**src/tpr_pkg.sv**
```systemverilog
// Summary of operation
// New PLL rate reaches every attached channel
// Only the PLL changes, channels keep settings
// Software checks channel modes support the rate
// Controller shifts the bit image from ROM
// User logic owns PLL reset at power-up
// PLL reset on first edge after done; the controller raises it on the third edge, after its two-flop sync
// Configuration bits enter serially on scan data
// Shift only on scan clock with enable
// Update only after the final bit
// Done output follows PLL shift completion
// Current configuration shifts out for readback
// Divider change: resets, PLL, channels, release
// Wait 4 us after lock, release rx logic
// Error output exists only when checks enabled
// Illegal request: drop busy, error two cycles
// Read illegal without analog readback outputs
// Write-all illegal without analog control inputs
// Read in channel mode is illegal
// Self-recovery abandons overlong operations
// Abandon: drop busy, error two cycles
// Out-of-range analog write raises no error
// Error low otherwise; busy from accept to end
package tpr_pkg;
  // ****************************************
  // Scan chain and link timing
  // ****************************************
  localparam int SCAN_LEN = 16;
  localparam int ROM_AW = 4;
  localparam int CHAN_N = 4;
  localparam int SCAN_HALF_CYC = 8;
  localparam int DONE_DELAY_CYC = 4;
  localparam int AR_CYC = 4;
  localparam int CLK_MHZ = 100;
  localparam int LOCK_WAIT_US = 4;
  localparam int LOCK_WAIT_CYC = LOCK_WAIT_US * CLK_MHZ;
  // ****************************************
  // Error checker
  // ****************************************
  localparam int ERR_CYC = 2;
  localparam int OP_TIMEOUT_CYC = 64;
  localparam logic [2:0] MODE_CHANNEL = 3'h1;
  // ****************************************
  // Register map
  // ****************************************
  localparam logic [11:0] CTRL_OFF = 12'h000;
  localparam logic [11:0] STATUS_OFF = 12'h004;
  localparam logic [11:0] RDBACK_OFF = 12'h008;
  localparam int CTRL_START_BIT = 0;
  localparam int CTRL_DIVCHG_BIT = 1;
  localparam int ST_BUSY_BIT = 0;
  localparam int ST_DONE_BIT = 1;
  localparam int ST_LOCK_BIT = 2;
  localparam logic CTRL_DIVCHG_RST = 1'h0;
endpackage

```
**src/tpr_link_if.sv**
```systemverilog
`timescale 1ns/1ps
interface tpr_link_if;
  logic scanclk;
  logic scanclkena;
  logic scandata;
  logic configupdate;
  logic areset;
  logic reconfig_done;
  logic scandataout;
  modport ctrl (
    output scanclk, scanclkena, scandata, configupdate, areset,
    input reconfig_done, scandataout
  );
  modport pll (
    input scanclk, scanclkena, scandata, configupdate, areset,
    output reconfig_done, scandataout
  );
endinterface

```
**src/tpr_ctrl_end.sv**
```systemverilog
`timescale 1ns/1ps
module tpr_ctrl_end (
  // Clock and reset
  input wire logic CLOCK_I,
  input wire logic RST_I,
  input wire logic CE_I,
  // APB slave
  input wire logic PSEL_I,
  input wire logic PENABLE_I,
  input wire logic PWRITE_I,
  input wire logic [11:0] PADDR_I,
  input wire logic [31:0] PWDATA_I,
  output logic [31:0] PRDATA_O,
  output logic PREADY_O,
  output logic PSLVERR_O,
  // Link to the PLL
  tpr_link_if.ctrl LINK,
  // Configuration ROM
  output logic [tpr_pkg::ROM_AW-1:0] ROM_ADDR_O,
  input wire logic ROM_DATA_I,
  // Channel reset and reconfiguration
  input wire logic USER_PLL_RESET_I,
  input wire logic RX_FREQLOCKED_I,
  input wire logic CHAN_RECONFIG_DONE_I,
  output logic CHAN_RECONFIG_REQ_O,
  output logic TX_DIGITAL_RESET_O,
  output logic RX_DIGITAL_RESET_O,
  output logic RX_ANALOG_RESET_O
);
  // ****************************************
  // Synchronisers and scan clock divider
  // ****************************************
  logic [2:0] s1_ff;
  logic [2:0] s2_ff;
  logic [2:0] sclk_div_ff;
  logic sclk_ff;

  always_ff @(posedge CLOCK_I)
  begin
    if (RST_I)
    begin
      s1_ff <= 3'h0;
      s2_ff <= 3'h0;
    end
    else if (CE_I)
    begin
      s1_ff <= {LINK.reconfig_done, LINK.scandataout, RX_FREQLOCKED_I};
      s2_ff <= s1_ff;
    end
  end

  wire done_s = s2_ff[2];
  wire dout_s = s2_ff[1];
  wire lock_s = s2_ff[0];
  wire div_wrap = sclk_div_ff == 3'(tpr_pkg::SCAN_HALF_CYC - 1);
  wire sclk_fall = div_wrap & sclk_ff;
  wire sclk_rise = div_wrap & ~sclk_ff;

  always_ff @(posedge CLOCK_I)
  begin
    if (RST_I)
    begin
      sclk_div_ff <= 3'h0;
      sclk_ff <= 1'b0;
    end
    else if (CE_I)
    begin
      sclk_div_ff <= div_wrap ? 3'h0 : sclk_div_ff + 3'h1;
      if (div_wrap)
        sclk_ff <= ~sclk_ff;
    end
  end

  // ****************************************
  // APB registers
  // ****************************************
  typedef enum logic [7:0] {
    ST_IDLE = 8'h01, ST_SHIFT = 8'h02, ST_UPD = 8'h04, ST_WDONE = 8'h08,
    ST_PRST = 8'h10, ST_CHREQ = 8'h20, ST_LOCK = 8'h40, ST_FIN = 8'h80
  } tpr_ctl_state_t;

  tpr_ctl_state_t state_ff;
  logic divchg_ff;
  logic done_ff;
  logic [tpr_pkg::SCAN_LEN-1:0] rdback_ff;
  logic [31:0] prdata_ff;

  wire wr_acc = PSEL_I & PENABLE_I & PWRITE_I;
  wire rd_set = PSEL_I & ~PENABLE_I & ~PWRITE_I;
  wire sel_ctrl = PADDR_I == tpr_pkg::CTRL_OFF;
  wire sel_stat = PADDR_I == tpr_pkg::STATUS_OFF;
  wire sel_rdbk = PADDR_I == tpr_pkg::RDBACK_OFF;
  wire mapped = sel_ctrl | sel_stat | sel_rdbk;
  wire busy = state_ff != ST_IDLE;
  // Software must already have checked each channel's mode
  wire start = wr_acc & sel_ctrl & PWDATA_I[tpr_pkg::CTRL_START_BIT] & ~busy;
  wire [31:0] stat_word = {29'h0, lock_s, done_ff, busy};
  wire [31:0] rd_word;

  assign rd_word = sel_ctrl ? {30'h0, divchg_ff, 1'b0} :
                   sel_stat ? stat_word :
                   sel_rdbk ? {16'h0, rdback_ff} : 32'h0;

  always_ff @(posedge CLOCK_I)
  begin
    if (RST_I)
    begin
      divchg_ff <= tpr_pkg::CTRL_DIVCHG_RST;
      prdata_ff <= 32'h0;
      rdback_ff <= '0;
    end
    else if (CE_I)
    begin
      if (rd_set)
        prdata_ff <= rd_word;
      if (wr_acc && sel_ctrl && !busy)
        divchg_ff <= PWDATA_I[tpr_pkg::CTRL_DIVCHG_BIT];
      if (sclk_rise && LINK.scanclkena)
        rdback_ff <= {rdback_ff[tpr_pkg::SCAN_LEN-2:0], dout_s};
    end
  end

  assign PRDATA_O = prdata_ff;
  assign PREADY_O = 1'b1;
  assign PSLVERR_O = PSEL_I & PENABLE_I & ~mapped;

  // ****************************************
  // Reconfiguration sequencer
  // ****************************************
  logic [4:0] bit_cnt_ff;
  logic [tpr_pkg::ROM_AW-1:0] rom_addr_ff;
  logic [9:0] cnt_ff;
  logic ena_ff;
  logic data_ff;
  logic upd_ff;
  logic arst_ff;
  logic chreq_ff;
  logic txd_ff;
  logic rxd_ff;
  logic rxa_ff;

  wire last_bit = bit_cnt_ff == 5'(tpr_pkg::SCAN_LEN);
  wire ar_end = cnt_ff == 10'(tpr_pkg::AR_CYC - 1);
  wire lock_end = cnt_ff == 10'(tpr_pkg::LOCK_WAIT_CYC - 1);
  // Done clears on status write; a completion in that cycle wins
  wire done_clr = wr_acc & sel_stat & PWDATA_I[tpr_pkg::ST_DONE_BIT];

  always_ff @(posedge CLOCK_I)
  begin
    if (RST_I)
    begin
      state_ff <= ST_IDLE;
      bit_cnt_ff <= 5'h0;
      rom_addr_ff <= '0;
      cnt_ff <= 10'h0;
      ena_ff <= 1'b0;
      data_ff <= 1'b0;
      upd_ff <= 1'b0;
      arst_ff <= 1'b0;
      chreq_ff <= 1'b0;
      txd_ff <= 1'b0;
      rxd_ff <= 1'b0;
      rxa_ff <= 1'b0;
      done_ff <= 1'b0;
    end
    else if (CE_I)
    begin
      if (state_ff == ST_FIN)
        done_ff <= 1'b1;
      else if (done_clr)
        done_ff <= 1'b0;
      case (state_ff)
        ST_IDLE:
          if (start)
          begin
            bit_cnt_ff <= 5'h0;
            rom_addr_ff <= '0;
            state_ff <= ST_SHIFT;
            // The divider bit lands in the same write as start
            if (PWDATA_I[tpr_pkg::CTRL_DIVCHG_BIT])
            begin
              txd_ff <= 1'b1;
              rxd_ff <= 1'b1;
              rxa_ff <= 1'b1;
            end
          end
        ST_SHIFT:
          if (sclk_fall)
          begin
            if (last_bit)
            begin
              ena_ff <= 1'b0;
              upd_ff <= 1'b1;
              state_ff <= ST_UPD;
            end
            else
            begin
              data_ff <= ROM_DATA_I;
              ena_ff <= 1'b1;
              bit_cnt_ff <= bit_cnt_ff + 5'h1;
              rom_addr_ff <= rom_addr_ff +
                             {{(tpr_pkg::ROM_AW-1){1'b0}}, 1'b1};
            end
          end
        // Done can come back before the update period ends
        ST_UPD:
          if (done_s)
          begin
            upd_ff <= 1'b0;
            arst_ff <= 1'b1;
            cnt_ff <= 10'h0;
            state_ff <= ST_PRST;
          end
          else if (sclk_fall)
          begin
            upd_ff <= 1'b0;
            state_ff <= ST_WDONE;
          end
        ST_WDONE:
          if (done_s)
          begin
            arst_ff <= 1'b1;
            cnt_ff <= 10'h0;
            state_ff <= ST_PRST;
          end
        ST_PRST:
          if (ar_end)
          begin
            arst_ff <= 1'b0;
            chreq_ff <= divchg_ff;
            state_ff <= divchg_ff ? ST_CHREQ : ST_FIN;
          end
          else
            cnt_ff <= cnt_ff + 10'h1;
        ST_CHREQ:
          if (CHAN_RECONFIG_DONE_I)
          begin
            chreq_ff <= 1'b0;
            txd_ff <= 1'b0;
            rxa_ff <= 1'b0;
            cnt_ff <= 10'h0;
            state_ff <= ST_LOCK;
          end
        ST_LOCK:
          if (!lock_s)
            cnt_ff <= 10'h0;
          else if (lock_end)
          begin
            rxd_ff <= 1'b0;
            state_ff <= ST_FIN;
          end
          else
            cnt_ff <= cnt_ff + 10'h1;
        default:
          state_ff <= ST_IDLE;
      endcase
    end
  end

  assign LINK.scanclk = sclk_ff;
  assign LINK.scanclkena = ena_ff;
  assign LINK.scandata = data_ff;
  assign LINK.configupdate = upd_ff;
  // User logic drives the PLL reset during power-up sequencing
  assign LINK.areset = USER_PLL_RESET_I | arst_ff;
  assign ROM_ADDR_O = rom_addr_ff;
  assign CHAN_RECONFIG_REQ_O = chreq_ff;
  assign TX_DIGITAL_RESET_O = txd_ff;
  assign RX_DIGITAL_RESET_O = rxd_ff;
  assign RX_ANALOG_RESET_O = rxa_ff;
endmodule

```
**src/flat_wrapper.sv**
```systemverilog
// flat-port wrapper written by rule: the top's interface ports become plain ports
module tpr_ctrl_end_flat 
  (CLOCK_I, RST_I, CE_I, PSEL_I, PENABLE_I, PWRITE_I, PADDR_I, PWDATA_I, PRDATA_O, PREADY_O, PSLVERR_O, ROM_ADDR_O, ROM_DATA_I, USER_PLL_RESET_I, RX_FREQLOCKED_I, CHAN_RECONFIG_DONE_I, CHAN_RECONFIG_REQ_O, TX_DIGITAL_RESET_O, RX_DIGITAL_RESET_O, RX_ANALOG_RESET_O, LINK_scanclk, LINK_scanclkena, LINK_scandata, LINK_configupdate, LINK_areset, LINK_reconfig_done, LINK_scandataout);
  tpr_link_if LINK_i ();
  input wire logic CLOCK_I;
  input wire logic RST_I;
  input wire logic CE_I;
  input wire logic PSEL_I;
  input wire logic PENABLE_I;
  input wire logic PWRITE_I;
  input wire logic [11:0] PADDR_I;
  input wire logic [31:0] PWDATA_I;
  output logic [31:0] PRDATA_O;
  output logic PREADY_O;
  output logic PSLVERR_O;
  output logic [tpr_pkg::ROM_AW-1:0] ROM_ADDR_O;
  input wire logic ROM_DATA_I;
  input wire logic USER_PLL_RESET_I;
  input wire logic RX_FREQLOCKED_I;
  input wire logic CHAN_RECONFIG_DONE_I;
  output logic CHAN_RECONFIG_REQ_O;
  output logic TX_DIGITAL_RESET_O;
  output logic RX_DIGITAL_RESET_O;
  output logic RX_ANALOG_RESET_O;
  output wire logic [$bits(LINK_i.scanclk)-1:0] LINK_scanclk;
  output wire logic [$bits(LINK_i.scanclkena)-1:0] LINK_scanclkena;
  output wire logic [$bits(LINK_i.scandata)-1:0] LINK_scandata;
  output wire logic [$bits(LINK_i.configupdate)-1:0] LINK_configupdate;
  output wire logic [$bits(LINK_i.areset)-1:0] LINK_areset;
  input wire logic [$bits(LINK_i.reconfig_done)-1:0] LINK_reconfig_done;
  input wire logic [$bits(LINK_i.scandataout)-1:0] LINK_scandataout;
  assign LINK_scanclk = LINK_i.scanclk;
  assign LINK_scanclkena = LINK_i.scanclkena;
  assign LINK_scandata = LINK_i.scandata;
  assign LINK_configupdate = LINK_i.configupdate;
  assign LINK_areset = LINK_i.areset;
  assign LINK_i.reconfig_done = LINK_reconfig_done;
  assign LINK_i.scandataout = LINK_scandataout;
  tpr_ctrl_end u_core (.CLOCK_I(CLOCK_I), .RST_I(RST_I), .CE_I(CE_I), .PSEL_I(PSEL_I), .PENABLE_I(PENABLE_I), .PWRITE_I(PWRITE_I), .PADDR_I(PADDR_I), .PWDATA_I(PWDATA_I), .PRDATA_O(PRDATA_O), .PREADY_O(PREADY_O), .PSLVERR_O(PSLVERR_O), .LINK(LINK_i), .ROM_ADDR_O(ROM_ADDR_O), .ROM_DATA_I(ROM_DATA_I), .USER_PLL_RESET_I(USER_PLL_RESET_I), .RX_FREQLOCKED_I(RX_FREQLOCKED_I), .CHAN_RECONFIG_DONE_I(CHAN_RECONFIG_DONE_I), .CHAN_RECONFIG_REQ_O(CHAN_RECONFIG_REQ_O), .TX_DIGITAL_RESET_O(TX_DIGITAL_RESET_O), .RX_DIGITAL_RESET_O(RX_DIGITAL_RESET_O), .RX_ANALOG_RESET_O(RX_ANALOG_RESET_O));
endmodule
```
**config.mk**
```make
export PLATFORM = sky130hd
export DESIGN_NAME = tpr_ctrl_end_flat
export DESIGN_NICKNAME = d
export VERILOG_FILES = /design/src/tpr_pkg.sv /design/src/tpr_link_if.sv /design/src/tpr_ctrl_end.sv /design/src/flat_wrapper.sv
export SDC_FILE = /design/constraint.sdc
export NUM_CORES = 1
export LEC_CHECK = 0
export BUFFER_PORTS_ARGS = -buffer_cell sky130_fd_sc_hd__buf_2
export CAP_MARGIN = 10
export CORE_ASPECT_RATIO = 0.75
export CORE_MARGIN = 2
export CORE_UTILIZATION = 44
export DETAILED_ROUTE_END_ITERATION = 10
export PLACE_DENSITY = 0.77
export SLEW_MARGIN = 10
export SYNTH_ARGS = -nofsm -noshare
export SYNTH_HDL_FRONTEND = slang
export SYNTH_SLANG_ARGS = --single-unit
export TNS_END_PERCENT = 30
```
**constraint.sdc**
```tcl
create_clock -name CLOCK_I -period 3.9 [get_ports CLOCK_I]
set_input_delay 0.78 -clock CLOCK_I [delete_from_list [all_inputs] [get_ports CLOCK_I]]
set_output_delay 0.78 -clock CLOCK_I [all_outputs]
set_load 0.02 [all_outputs]
```
==> results of run 1 <==
[cells in the mapped netlist, drive strengths merged (3+ instances only)]
| cell type | count |
|---|---|
| xor2 | 3 |
| buf | 30 |
| a21oi | 39 |
| and3 | 7 |
| a211oi | 3 |
| ha | 6 |
| nor2 | 43 |
| o31ai | 4 |
| o211ai | 3 |
| nand4 | 13 |
| a31oi | 7 |
| or3 | 4 |
| clkbuf | 16 |
| nor2b | 8 |
| nor3 | 8 |
| a22oi | 15 |
| nand2 | 65 |
| a21boi | 3 |
| nor4 | 7 |
| o41ai | 6 |
| mux2i | 17 |
| or4 | 4 |
| dfxtp | 78 |
| inv | 6 |
| a311oi | 3 |
| nand2b | 5 |
| nand3 | 20 |
| or4b | 4 |
| or2 | 4 |
| nor4b | 3 |
| o21ai | 12 |
[layer usage]
layer  vias to the layer above  global-route usage (%)  part of all wire [%]
li1                       1800                       -                     -
met1                      1763                    26.6                    46
met2                       124                    32.7                    47
met3                        15                    5.66                   5.9
met4                         0                    7.10                   1.5
met5                         -                       0                     0
[worst paths after layout]
check                                           to  slack (ps)  depth (start not counted)
worst max-delay path                     PSLVERR_O         850                          6
worst min register to register  u_core.PRDATA_O[1]         460                          2
worst max register to register  u_core.state_ff[7]        1140                          6
worst min-delay path            u_core.PRDATA_O[1]         460                          2
[worst max-delay path: stages]
cell and delay (ps):
buf_2 100, nor4_1 290, nand3_1 460, a21o_1 310, and3_1 170, buf_2 150
[through the flow]
stage	power, uW	setup WS [ps]	util (%)	area [um2]	cells
after floorplan	927	1300	-	4030	493
after global placement	943	872	49.1	4220	616
after detailed placement	945	821	49.1	4220	616
after CTS	1790	844	52.6	4520	632
after global routing	1830	778	52.6	4520	632
final	1780	848	52.6	4520	632
[power groups by stage]
| stage | sequential [uW] | combinational, uW | clock, uW |
|---|---|---|---|
| after floorplan | 825 | 102 | 0 |
| after global placement | 827 | 116 | 0 |
| after detailed placement | 827 | 118 | 0 |
| after CTS | 810 | 118 | 864 |
| after global routing | 810 | 130 | 893 |
| final | 810 | 120 | 852 |
[registers in the layout, summed over array words and instances (netlist names)]
signal / cells
u_core.arst_ff: 1
u_core.LINK.scanclkena: 1
u_core.state_ff: 8
u_core.ROM_ADDR_O: 4
u_core.PRDATA_O: 16
u_core.divchg_ff: 1
u_core.done_ff: 1
u_core.LINK.scandata: 1
u_core.s1_ff: 3
u_core.s2_ff: 3
u_core.LINK.scanclk: 1
u_core.RX_DIGITAL_RESET_O: 1
u_core.LINK.configupdate: 1
u_core.cnt_ff: 10
u_core.rdback_ff: 16
u_core.bit_cnt_ff: 5
u_core.sclk_div_ff: 3
u_core.TX_DIGITAL_RESET_O: 1
u_core.CHAN_RECONFIG_REQ_O: 1
[logic make-up (layout without fill, tap and decap cells)]
group | count (synthesis) | after routing | share of synthesized area [%]
AND/OR/NAND/NOR | 204 | 204 | 26.6
AO/OA/AOI/OAI | 116 | 116 | 19.8
flip-flops | 78 | 78 | 39.3
buffers and inverters | 52 | 83 | 7.27
multiplexers | 17 | 17 | 4.28
adder cells (fa/ha/maj) | 6 | 6 | 1.89
XOR/XNOR | 3 | 3 | 0.661
other | 2 | 17 | 0.189
[layout make-up]
| type | instances | area (um2) |
|---|---|---|
| fillers | 807 | 4080 |
| multi-input cells | 363 | 2180 |
| flip-flops and latches | 78 | 1560 |
| repair buffers | 61 | 320 |
| clock buffers | 13 | 260 |
| well taps | 108 | 135 |
| clock inverters | 3 | 42.5 |
| inverters | 6 | 22.5 |
==> impl_metrics.env, run 1 <==
export IMPL_power_leakage_uw=0.00178
export IMPL_async_reset_ff_share_pct=0
export IMPL_arrival_ps=2270
export IMPL_ys_seq_elements=78
export IMPL_rows=29
export IMPL_gp_congestion=0.938
export IMPL_final_nets=581
export IMPL_grt_max_degree=67
export IMPL_drc_errors=0
export IMPL_drtPass1Iterations=5
export IMPL_cts_max_level=3
export IMPL_drt_iter0_drc=219
export IMPL_fmax_mhz=328
export IMPL_core_area_um2=8600
export IMPL_final_setup_tns_ps=0
export IMPL_cts_root_buf="clkbuf_16"
export IMPL_cts_buffers=9
export IMPL_hp_class="flip-flop to flip-flop"
export IMPL_yosysSeqAreaShare_pct=39.3
export IMPL_synth_largest_area_cell="dfxtp_1"
export IMPL_synthCells=478
export IMPL_path_class="input port to output port"
export IMPL_die_area_um2=9820
export IMPL_clock_sinks=78
export IMPL_antenna_found_initial=0
export IMPL_fin_crit_ps=3050
export IMPL_numPortBuffers=55
export IMPL_grt_pass1_wl_mm=16.0
export IMPL_clk_latency_ps=330
export IMPL_seqPwrFrac_pct=45.5
export IMPL_ys_types=64
export IMPL_hp_start="u_core.PRDATA_O[1]"
export IMPL_clockBufferDepth=2
export IMPL_crit_path_end_kind="output port"
export IMPL_setup_worst_path_start_class="input port"
export IMPL_synth_top_flop_cell="dfxtp_1"
export IMPL_finClkSkew_ps=4.42
export IMPL_antenna_cells=0
export IMPL_synth_edf_count=0
export IMPL_cts_tree="built"
export IMPL_finalHoldViolations=0
export IMPL_clk_pin_slew_ps=60
export IMPL_viasPerCell=5.86
export IMPL_vias=3702
export IMPL_status="finished, final reports clean"
export IMPL_die_h_um=86.3
export IMPL_syn_avg_cell_area_um2=8.31
export IMPL_cp_required_ps=3120
export IMPL_grt_use_total_pct=20.3
export IMPL_power_density_nw_per_um2=394
export IMPL_setup_viol=0
export IMPL_rsz0062_at_grt="no"
export IMPL_ys_top_cells_by_area="dfxtp_1 (39%), nand2_1 (6.1%), a21oi_1 (4.9%)"
export IMPL_synth_area_um2=3970
export IMPL_place_hpwl_mm=7.06
export IMPL_fin_crit_sh_pct=78.3
export IMPL_yosysWarnings=0
export IMPL_cts_resized=0
export IMPL_die_w_um=114
export IMPL_tightest_slew_ps=777
export IMPL_grt_pass1_vias=3356
export IMPL_power_switching_uw=408
export IMPL_ios=103
export IMPL_wirelength_mm=9.97
export IMPL_startpoint="PADDR_I[1]"
export IMPL_r2r_start="u_core.cnt_ff[0]"
export IMPL_layout_commonest_cell="dfxtp_1"
export IMPL_maxCapViolCount=0
export IMPL_initial_core_util_pct=46.2
export IMPL_vdd_drop_max_mv=0.262
export IMPL_area_growth_pct=13.8
export IMPL_p_int_uw=1370
export IMPL_routedWlPerCell_um=15.8
export IMPL_swShare_pct=22.9
export IMPL_cts_hold_buf=0
export IMPL_synth_top_area_share_pct=39.3
export IMPL_clkPwrFrac_pct=47.8
export IMPL_post_cts_setup_buffers=0
export IMPL_grt_remaining_overflow=0
export IMPL_maxSlewViolCount=0
export IMPL_path_max_fanout=12
export IMPL_drive_gt1_share_pct=16.8
export IMPL_slew_headroom_pct=47.5
export IMPL_hold_slack_ps=456
export IMPL_mostFrequentLayoutCells="dfxtp_1 (78), nand2_1 (65), buf_2 (55)"
export IMPL_ant_nets=0
export IMPL_power_frac_comb_pct=6.7
Note: power is estimated with default switching activity, not from simulation.
==> inputs of run 2 (changes only) <==
--- a/config.mk
+++ b/config.mk
@@ -11,7 +11,7 @@
 export CORE_MARGIN = 2
 export CORE_UTILIZATION = 44
 export DETAILED_ROUTE_END_ITERATION = 10
-export PLACE_DENSITY = 0.77
+export PLACE_DENSITY = 0.8
 export SLEW_MARGIN = 10
 export SYNTH_ARGS = -nofsm -noshare
 export SYNTH_HDL_FRONTEND = slang
==> constraint.sdc (replaced) <==
create_clock -name CLOCK_I -period 2.6 [get_ports CLOCK_I]
set_input_delay 0.52 -clock CLOCK_I [delete_from_list [all_inputs] [get_ports CLOCK_I]]
set_output_delay 0.52 -clock CLOCK_I [all_outputs]
set_load 0.02 [all_outputs]
==> run 2 against run 1 <==
Sequential power grew 51%. Routed wire length rose by 2.5%. Global-route usage is 0.67 points higher. First-iteration DRC count increased by 8.7%. Clock skew about the same. Non-clock buffer count up 26. Combinational power is 60% higher. Core utilization grew 2.3 points. Power up 51%. Sequential share of layout area is 1.4 points lower. Largest power group unchanged. Clock power grew 50%. Largest cell class unchanged.
==> impl_metrics.env, run 2 (synthesized netlist as in run 1, its figures left out) <==
export IMPL_status="finished, final reports clean"
export IMPL_grt_max_degree=42
export IMPL_final_setup_tns_ps=0
export IMPL_gp_congestion=0.901
export IMPL_holdPathStages=3
export IMPL_design_area_um2=4720
export IMPL_fin_crit_sh_pct=94.4
export IMPL_p_int_uw=2060
export IMPL_hp_class="input port to flip-flop"
export IMPL_antenna_found_initial=0
export IMPL_numPortBuffers=55
export IMPL_drive_gt1_share_pct=21.1
export IMPL_vias=3832
export IMPL_power_leakage_uw=0.00192
export IMPL_clk_latency_ps=340
export IMPL_crit_path_top_delay_cell="or4_1"
export IMPL_drtPass1Iterations=6
export IMPL_die_w_um=114
export IMPL_layout_commonest_cell="dfxtp_1"
export IMPL_seqPwrFrac_pct=45.3
export IMPL_path_cells="or4_1, or2_1, o31ai_4, a31oi_1, a311oi_1"
export IMPL_ant_nets=0
export IMPL_cp_num_buf_inv=0
export IMPL_timing_final_ws_setup_ps=144
export IMPL_cts_root_buf="clkbuf_16"
export IMPL_cts_hold_buf=0
export IMPL_ios=103
export IMPL_wirelength_mm=10.2
export IMPL_area_growth_pct=18.8
export IMPL_dpl_worst_slack_ps=94.5
export IMPL_drt_iter0_drc=238
export IMPL_arrival_ps=2690
export IMPL_path_max_fanout=10
export IMPL_clk_pin_slew_ps=60
export IMPL_tightest_slew_ps=696
export IMPL_clock_sinks=78
export IMPL_power_density_nw_per_um2=568
export IMPL_finClkSkew_ps=4.70
export IMPL_finalHoldViolations=0
export IMPL_cts_resized=0
export IMPL_maxCapViolCount=0
export IMPL_cts_max_level=3
export IMPL_maxSlewViolCount=0
export IMPL_mostFrequentLayoutCells="dfxtp_1 (78), nand2_1 (65), buf_2 (55)"
export IMPL_power_switching_uw=617
export IMPL_clockBufferDepth=2
export IMPL_reg2regPathDepth=5
export IMPL_setup_viol=0
export IMPL_fmax_mhz=407
export IMPL_crit_path_end_kind="flip-flop"
export IMPL_clkPwrFrac_pct=47.5
export IMPL_path_class="flip-flop to flip-flop"
export IMPL_final_nets=607
export IMPL_core_area_um2=8600
export IMPL_initial_core_util_pct=46.2
export IMPL_path_depth=5
export IMPL_setup_worst_path_start_class="flip-flop"
export IMPL_grt_pass1_wl_mm=16.6
export IMPL_vdd_drop_max_mv=0.338
export IMPL_antenna_cells=0
export IMPL_fin_crit_ps=2460
export IMPL_post_cts_setup_buffers=0
export IMPL_startpoint="u_core.state_ff[2]"
export IMPL_max_stage_delay_ps=650
export IMPL_routedWlPerCell_um=15.5
export IMPL_grt_use_total_pct=21.0
export IMPL_power_frac_comb_pct=7.2
export IMPL_critPathTopFamily="simple AND/OR/NAND/NOR gates"
export IMPL_slew_headroom_pct=53.5
export IMPL_r2r_start="u_core.state_ff[2]"
export IMPL_grt_pass1_vias=3506
export IMPL_die_h_um=86.3
export IMPL_placed_area_um2=4410
export IMPL_swShare_pct=23.0
export IMPL_cts_buffers=9
export IMPL_rows=29
export IMPL_rsz0062_at_grt="no"
export IMPL_viasPerCell=5.82
export IMPL_r2r_slack_ps=140
export IMPL_drc_errors=0
export IMPL_die_area_um2=9820
export IMPL_cp_required_ps=2840
export IMPL_grt_remaining_overflow=0
export IMPL_place_hpwl_mm=7.38
export IMPL_hp_start="RX_FREQLOCKED_I"
export IMPL_cts_tree="built"
[run 2: changes by cell type in the layout (fill, tap and decap cells not counted)]
cell	change
buf_4	+26
clkbuf_1	-1
clkinv_2	+2
clkinvlp_4	-1
or4_1	-1
or4_4	+1
[run 2: final timing paths]
kind / to
hold reg to reg: u_core.rdback_ff[0]
setup reg to reg: u_core.bit_cnt_ff[2]
hold / removal: u_core.s1_ff[0]
setup / recovery: u_core.bit_cnt_ff[2]
[run 2: through the flow]
stage	total power [uW]	utilization, %	hold slack [ps]	instances
2_1_floorplan	1390	-	431	493
3_3_place_gp	1430	51.3	444	642
3_5_place_dp	1430	51.3	453	642
4_1_cts	2700	54.8	420	658
5_1_grt	2760	54.9	437	658
6_report	2680	54.9	427	658
[run 2: area by class of cell]
type                            instances  area (um2)
Tap cell                              108         135
Clock inverter                          4        45.0
Timing Repair Buffer                   87         515
Inverter                                6        22.5
Fill cell                             792        3880
Multi-Input combinational cell        363        2180
Sequential cell                        78        1560
Clock buffer                           12         256
[run 2: power by group through the flow]
stage	registers, uW	logic [uW]	clock network [uW]
2_1_floorplan	1240	153	0
3_3_place_gp	1240	185	0
3_5_place_dp	1240	188	0
4_1_cts	1210	188	1300
5_1_grt	1220	209	1340
6_report	1220	192	1280
[run 2: tightest hold or removal path: stages]
cell and delay, ps:
buf_2 80, mux2i_1 60, nor2_1 70
[run 2: layer usage]
layer / up-vias / track usage [%] / routed length [um]
met3: 17 / 4.90 / 714
met2: 154 / 33.5 / 4730
met5: - / 0 / 0
met1: 1805 / 28.1 / 4640
met4: 0 / 7.54 / 134
li1: 1856 / - / -
==> inputs of run 3 (changes only) <==
--- a/config.mk
+++ b/config.mk
@@ -8,9 +8,9 @@
 export BUFFER_PORTS_ARGS = -buffer_cell sky130_fd_sc_hd__buf_2
 export CAP_MARGIN = 10
 export CORE_ASPECT_RATIO = 0.75
-export CORE_MARGIN = 2
 export CORE_UTILIZATION = 44
 export DETAILED_ROUTE_END_ITERATION = 10
+export GPL_TIMING_DRIVEN = 0
 export PLACE_DENSITY = 0.8
 export SLEW_MARGIN = 10
 export SYNTH_ARGS = -nofsm -noshare
==> run 3 against run 2 <==
The run now ends with design-rule violations left. Critical endpoint is now u_core.state_ff[7]. Clock skew rose by 5.4 ps. Core utilization rose by 1.5 points. Cell count rose by 2.3%. Clock-buffer cell count fell by 1. Clock power rose by 7%.
==> impl_metrics.env, run 3 (synthesized netlist as in run 1, its figures left out) <==
export IMPL_status="finished with violations"
export IMPL_violations="design-rule violations"
export IMPL_viasPerCell=5.76
export IMPL_fin_crit_ps=2510
export IMPL_grt_remaining_overflow=0
export IMPL_place_hpwl_mm=7.77
export IMPL_routedWlPerCell_um=16.0
export IMPL_ios=103
export IMPL_drive_gt1_share_pct=21.9
export IMPL_wirelength_mm=10.7
export IMPL_tightest_slew_ps=682
export IMPL_mostFrequentLayoutCells="dfxtp_1 (76), nand2_1 (65), buf_2 (61)"
export IMPL_hp_start="LINK_reconfig_done"
export IMPL_area_growth_pct=22.1
export IMPL_timing_final_ws_setup_ps=93.4
export IMPL_reg2reg_to="u_core.state_ff[7]"
export IMPL_path_max_fanout=6
export IMPL_grt_pass1_wl_mm=17.5
export IMPL_antenna_cells=0
export IMPL_hp_class="input port to flip-flop"
export IMPL_path_class="flip-flop to flip-flop"
export IMPL_dpl_worst_slack_ps=-101
export IMPL_cp_num_buf_inv=1
export IMPL_layout_cells_non_filler=673
export IMPL_gp_congestion=0.896
export IMPL_cp_required_ps=2830
export IMPL_cts_hold_buf=0
export IMPL_layout_commonest_cell="dfxtp_1"
export IMPL_clkPwrFrac_pct=48.8
export IMPL_cts_tree="built"
export IMPL_holdPathStages=3
export IMPL_arrival_ps=2740
export IMPL_place_inst=656
export IMPL_grt_use_total_pct=23.0
export IMPL_power_density_nw_per_um2=579
export IMPL_rsz0062_at_grt="yes"
export IMPL_p_int_uw=2160
export IMPL_final_nets=622
export IMPL_p_total_uw=2810
export IMPL_die_area_um2=9420
export IMPL_cts_max_level=3
export IMPL_crit_path_end_kind="flip-flop"
export IMPL_seqPwrFrac_pct=43.2
export IMPL_maxSlewViolCount=0
export IMPL_setup_viol=0
export IMPL_drtPass1Iterations=10
export IMPL_antenna_found_initial=0
export IMPL_min_to="u_core.s1_ff[2]"
export IMPL_rows=29
export IMPL_grt_pass1_vias=3621
export IMPL_path_cells="ha_4, or4b_4, nor4b_4, o21ai_2, or4_1, buf_2, o211a_1"
export IMPL_clock_sinks=78
export IMPL_swShare_pct=23.1
export IMPL_fmax_mhz=399
export IMPL_power_leakage_uw=0.00194
export IMPL_clk_pin_slew_ps=60
export IMPL_finalHoldViolations=0
export IMPL_fin_crit_sh_pct=96.4
export IMPL_crit_path_top_delay_cell="or4b_4"
export IMPL_die_h_um=84.3
export IMPL_power_frac_comb_pct=7.9
export IMPL_die_w_um=112
export IMPL_grt_max_degree=14
export IMPL_clockBufferDepth=2
export IMPL_drt_iter0_drc=217
export IMPL_max_stage_delay_ps=500
export IMPL_r2r_slack_ps=90
export IMPL_initial_core_util_pct=46.2
export IMPL_ant_nets=0
export IMPL_clk_latency_ps=340
export IMPL_finClkSkew_ps=10.1
export IMPL_setup_worst_path_start_class="flip-flop"
export IMPL_power_switching_uw=649
export IMPL_vdd_drop_max_mv=0.276
export IMPL_reg2regPathDepth=7
export IMPL_critPathTopFamily="simple AND/OR/NAND/NOR gates"
export IMPL_vias=3879
export IMPL_core_area_um2=8600
export IMPL_numPortBuffers=55
export IMPL_slew_headroom_pct=54.5
export IMPL_maxCapViolCount=0
export IMPL_drc_errors=6
export IMPL_cts_buffers=9
export IMPL_cts_root_buf="clkbuf_16"
export IMPL_r2r_start="u_core.cnt_ff[0]"
[run 3: cell count changes in the layout (fill, tap and decap cells not counted), moves of 2 or more]
cell,change
clkbuf_1,+14
buf_4,-11
buf_2,+6
buf_1,+3
buf_6,+2
clkinv_2,-2
dfxtp_1,-2
[run 3: area by class of cell]
cell class,instances,area (um2)
Multi-Input combinational cell,363,2250
Tap cell,108,135
Timing Repair Buffer,57,290
Clock inverter,5,81.3
Sequential cell,78,1570
Buffer,45,264
Inverter,6,22.5
Fill cell,774,3750
Clock buffer,11,243
[run 3: power groups by stage]
stage	registers, uW	logic, uW	clock network, uW
finish	1210	222	1370
CTS	1210	214	1380
detailed placement	1240	212	0
global route	1220	236	1440
global placement	1240	209	0
floorplan	1240	153	0
[run 3: worst max-delay path by stage]
stage	from	endpoint	slack, ps	cells past startpoint
2_1_floorplan	u_core.cnt_ff[0]	u_core.state_ff[7]	150	7
3_3_place_gp	u_core.state_ff[4]	u_core.cnt_ff[3]	-80	7
3_5_place_dp	u_core.cnt_ff[0]	u_core.state_ff[7]	-100	7
4_1_cts	u_core.cnt_ff[0]	u_core.cnt_ff[1]	6	7
5_1_grt	u_core.state_ff[4]	u_core.cnt_ff[3]	-40	7
6_report	u_core.cnt_ff[0]	u_core.state_ff[7]	90	7
[run 3: timing repair]
item / 4_1_cts / 5_1_grt
gates resized for setup: 3 / 14
buffers inserted: 1 / 1
endpoints found under the hold margin: 0 / 0
setup endpoints to repair: 12 / 26
pin swaps: 2 / 1
[run 3: metal layers]
layer / vias to the layer above / wire, um / share of wire, % / global-route usage, %
met5: - / 0 / 0 / 0
met4: 0 / 242 / 2.3 / 8.85
met3: 25 / 845 / 7.9 / 6.06
met2: 172 / 4830 / 45 / 36.2
met1: 1803 / 4830 / 45 / 30.3
li1: 1879 / - / - / -
[run 3: per-stage QoR]
stage | hold slack, ps | util (%) | TNS (ps) | area [um2]
global placement | 442 | 51.6 | -332 | 4440
floorplan | 431 | - | 0 | 4030
finish | 428 | 56.4 | 0 | 4850
detailed placement | 453 | 51.6 | -900 | 4440
global route | 441 | 56.4 | -77.6 | 4850
CTS | 427 | 55.7 | 0 | 4790
[run 3: worst min-delay path, cell delays in order]
cell     delay, ps
buf_2           80
mux2i_1         50
nor2_1          80
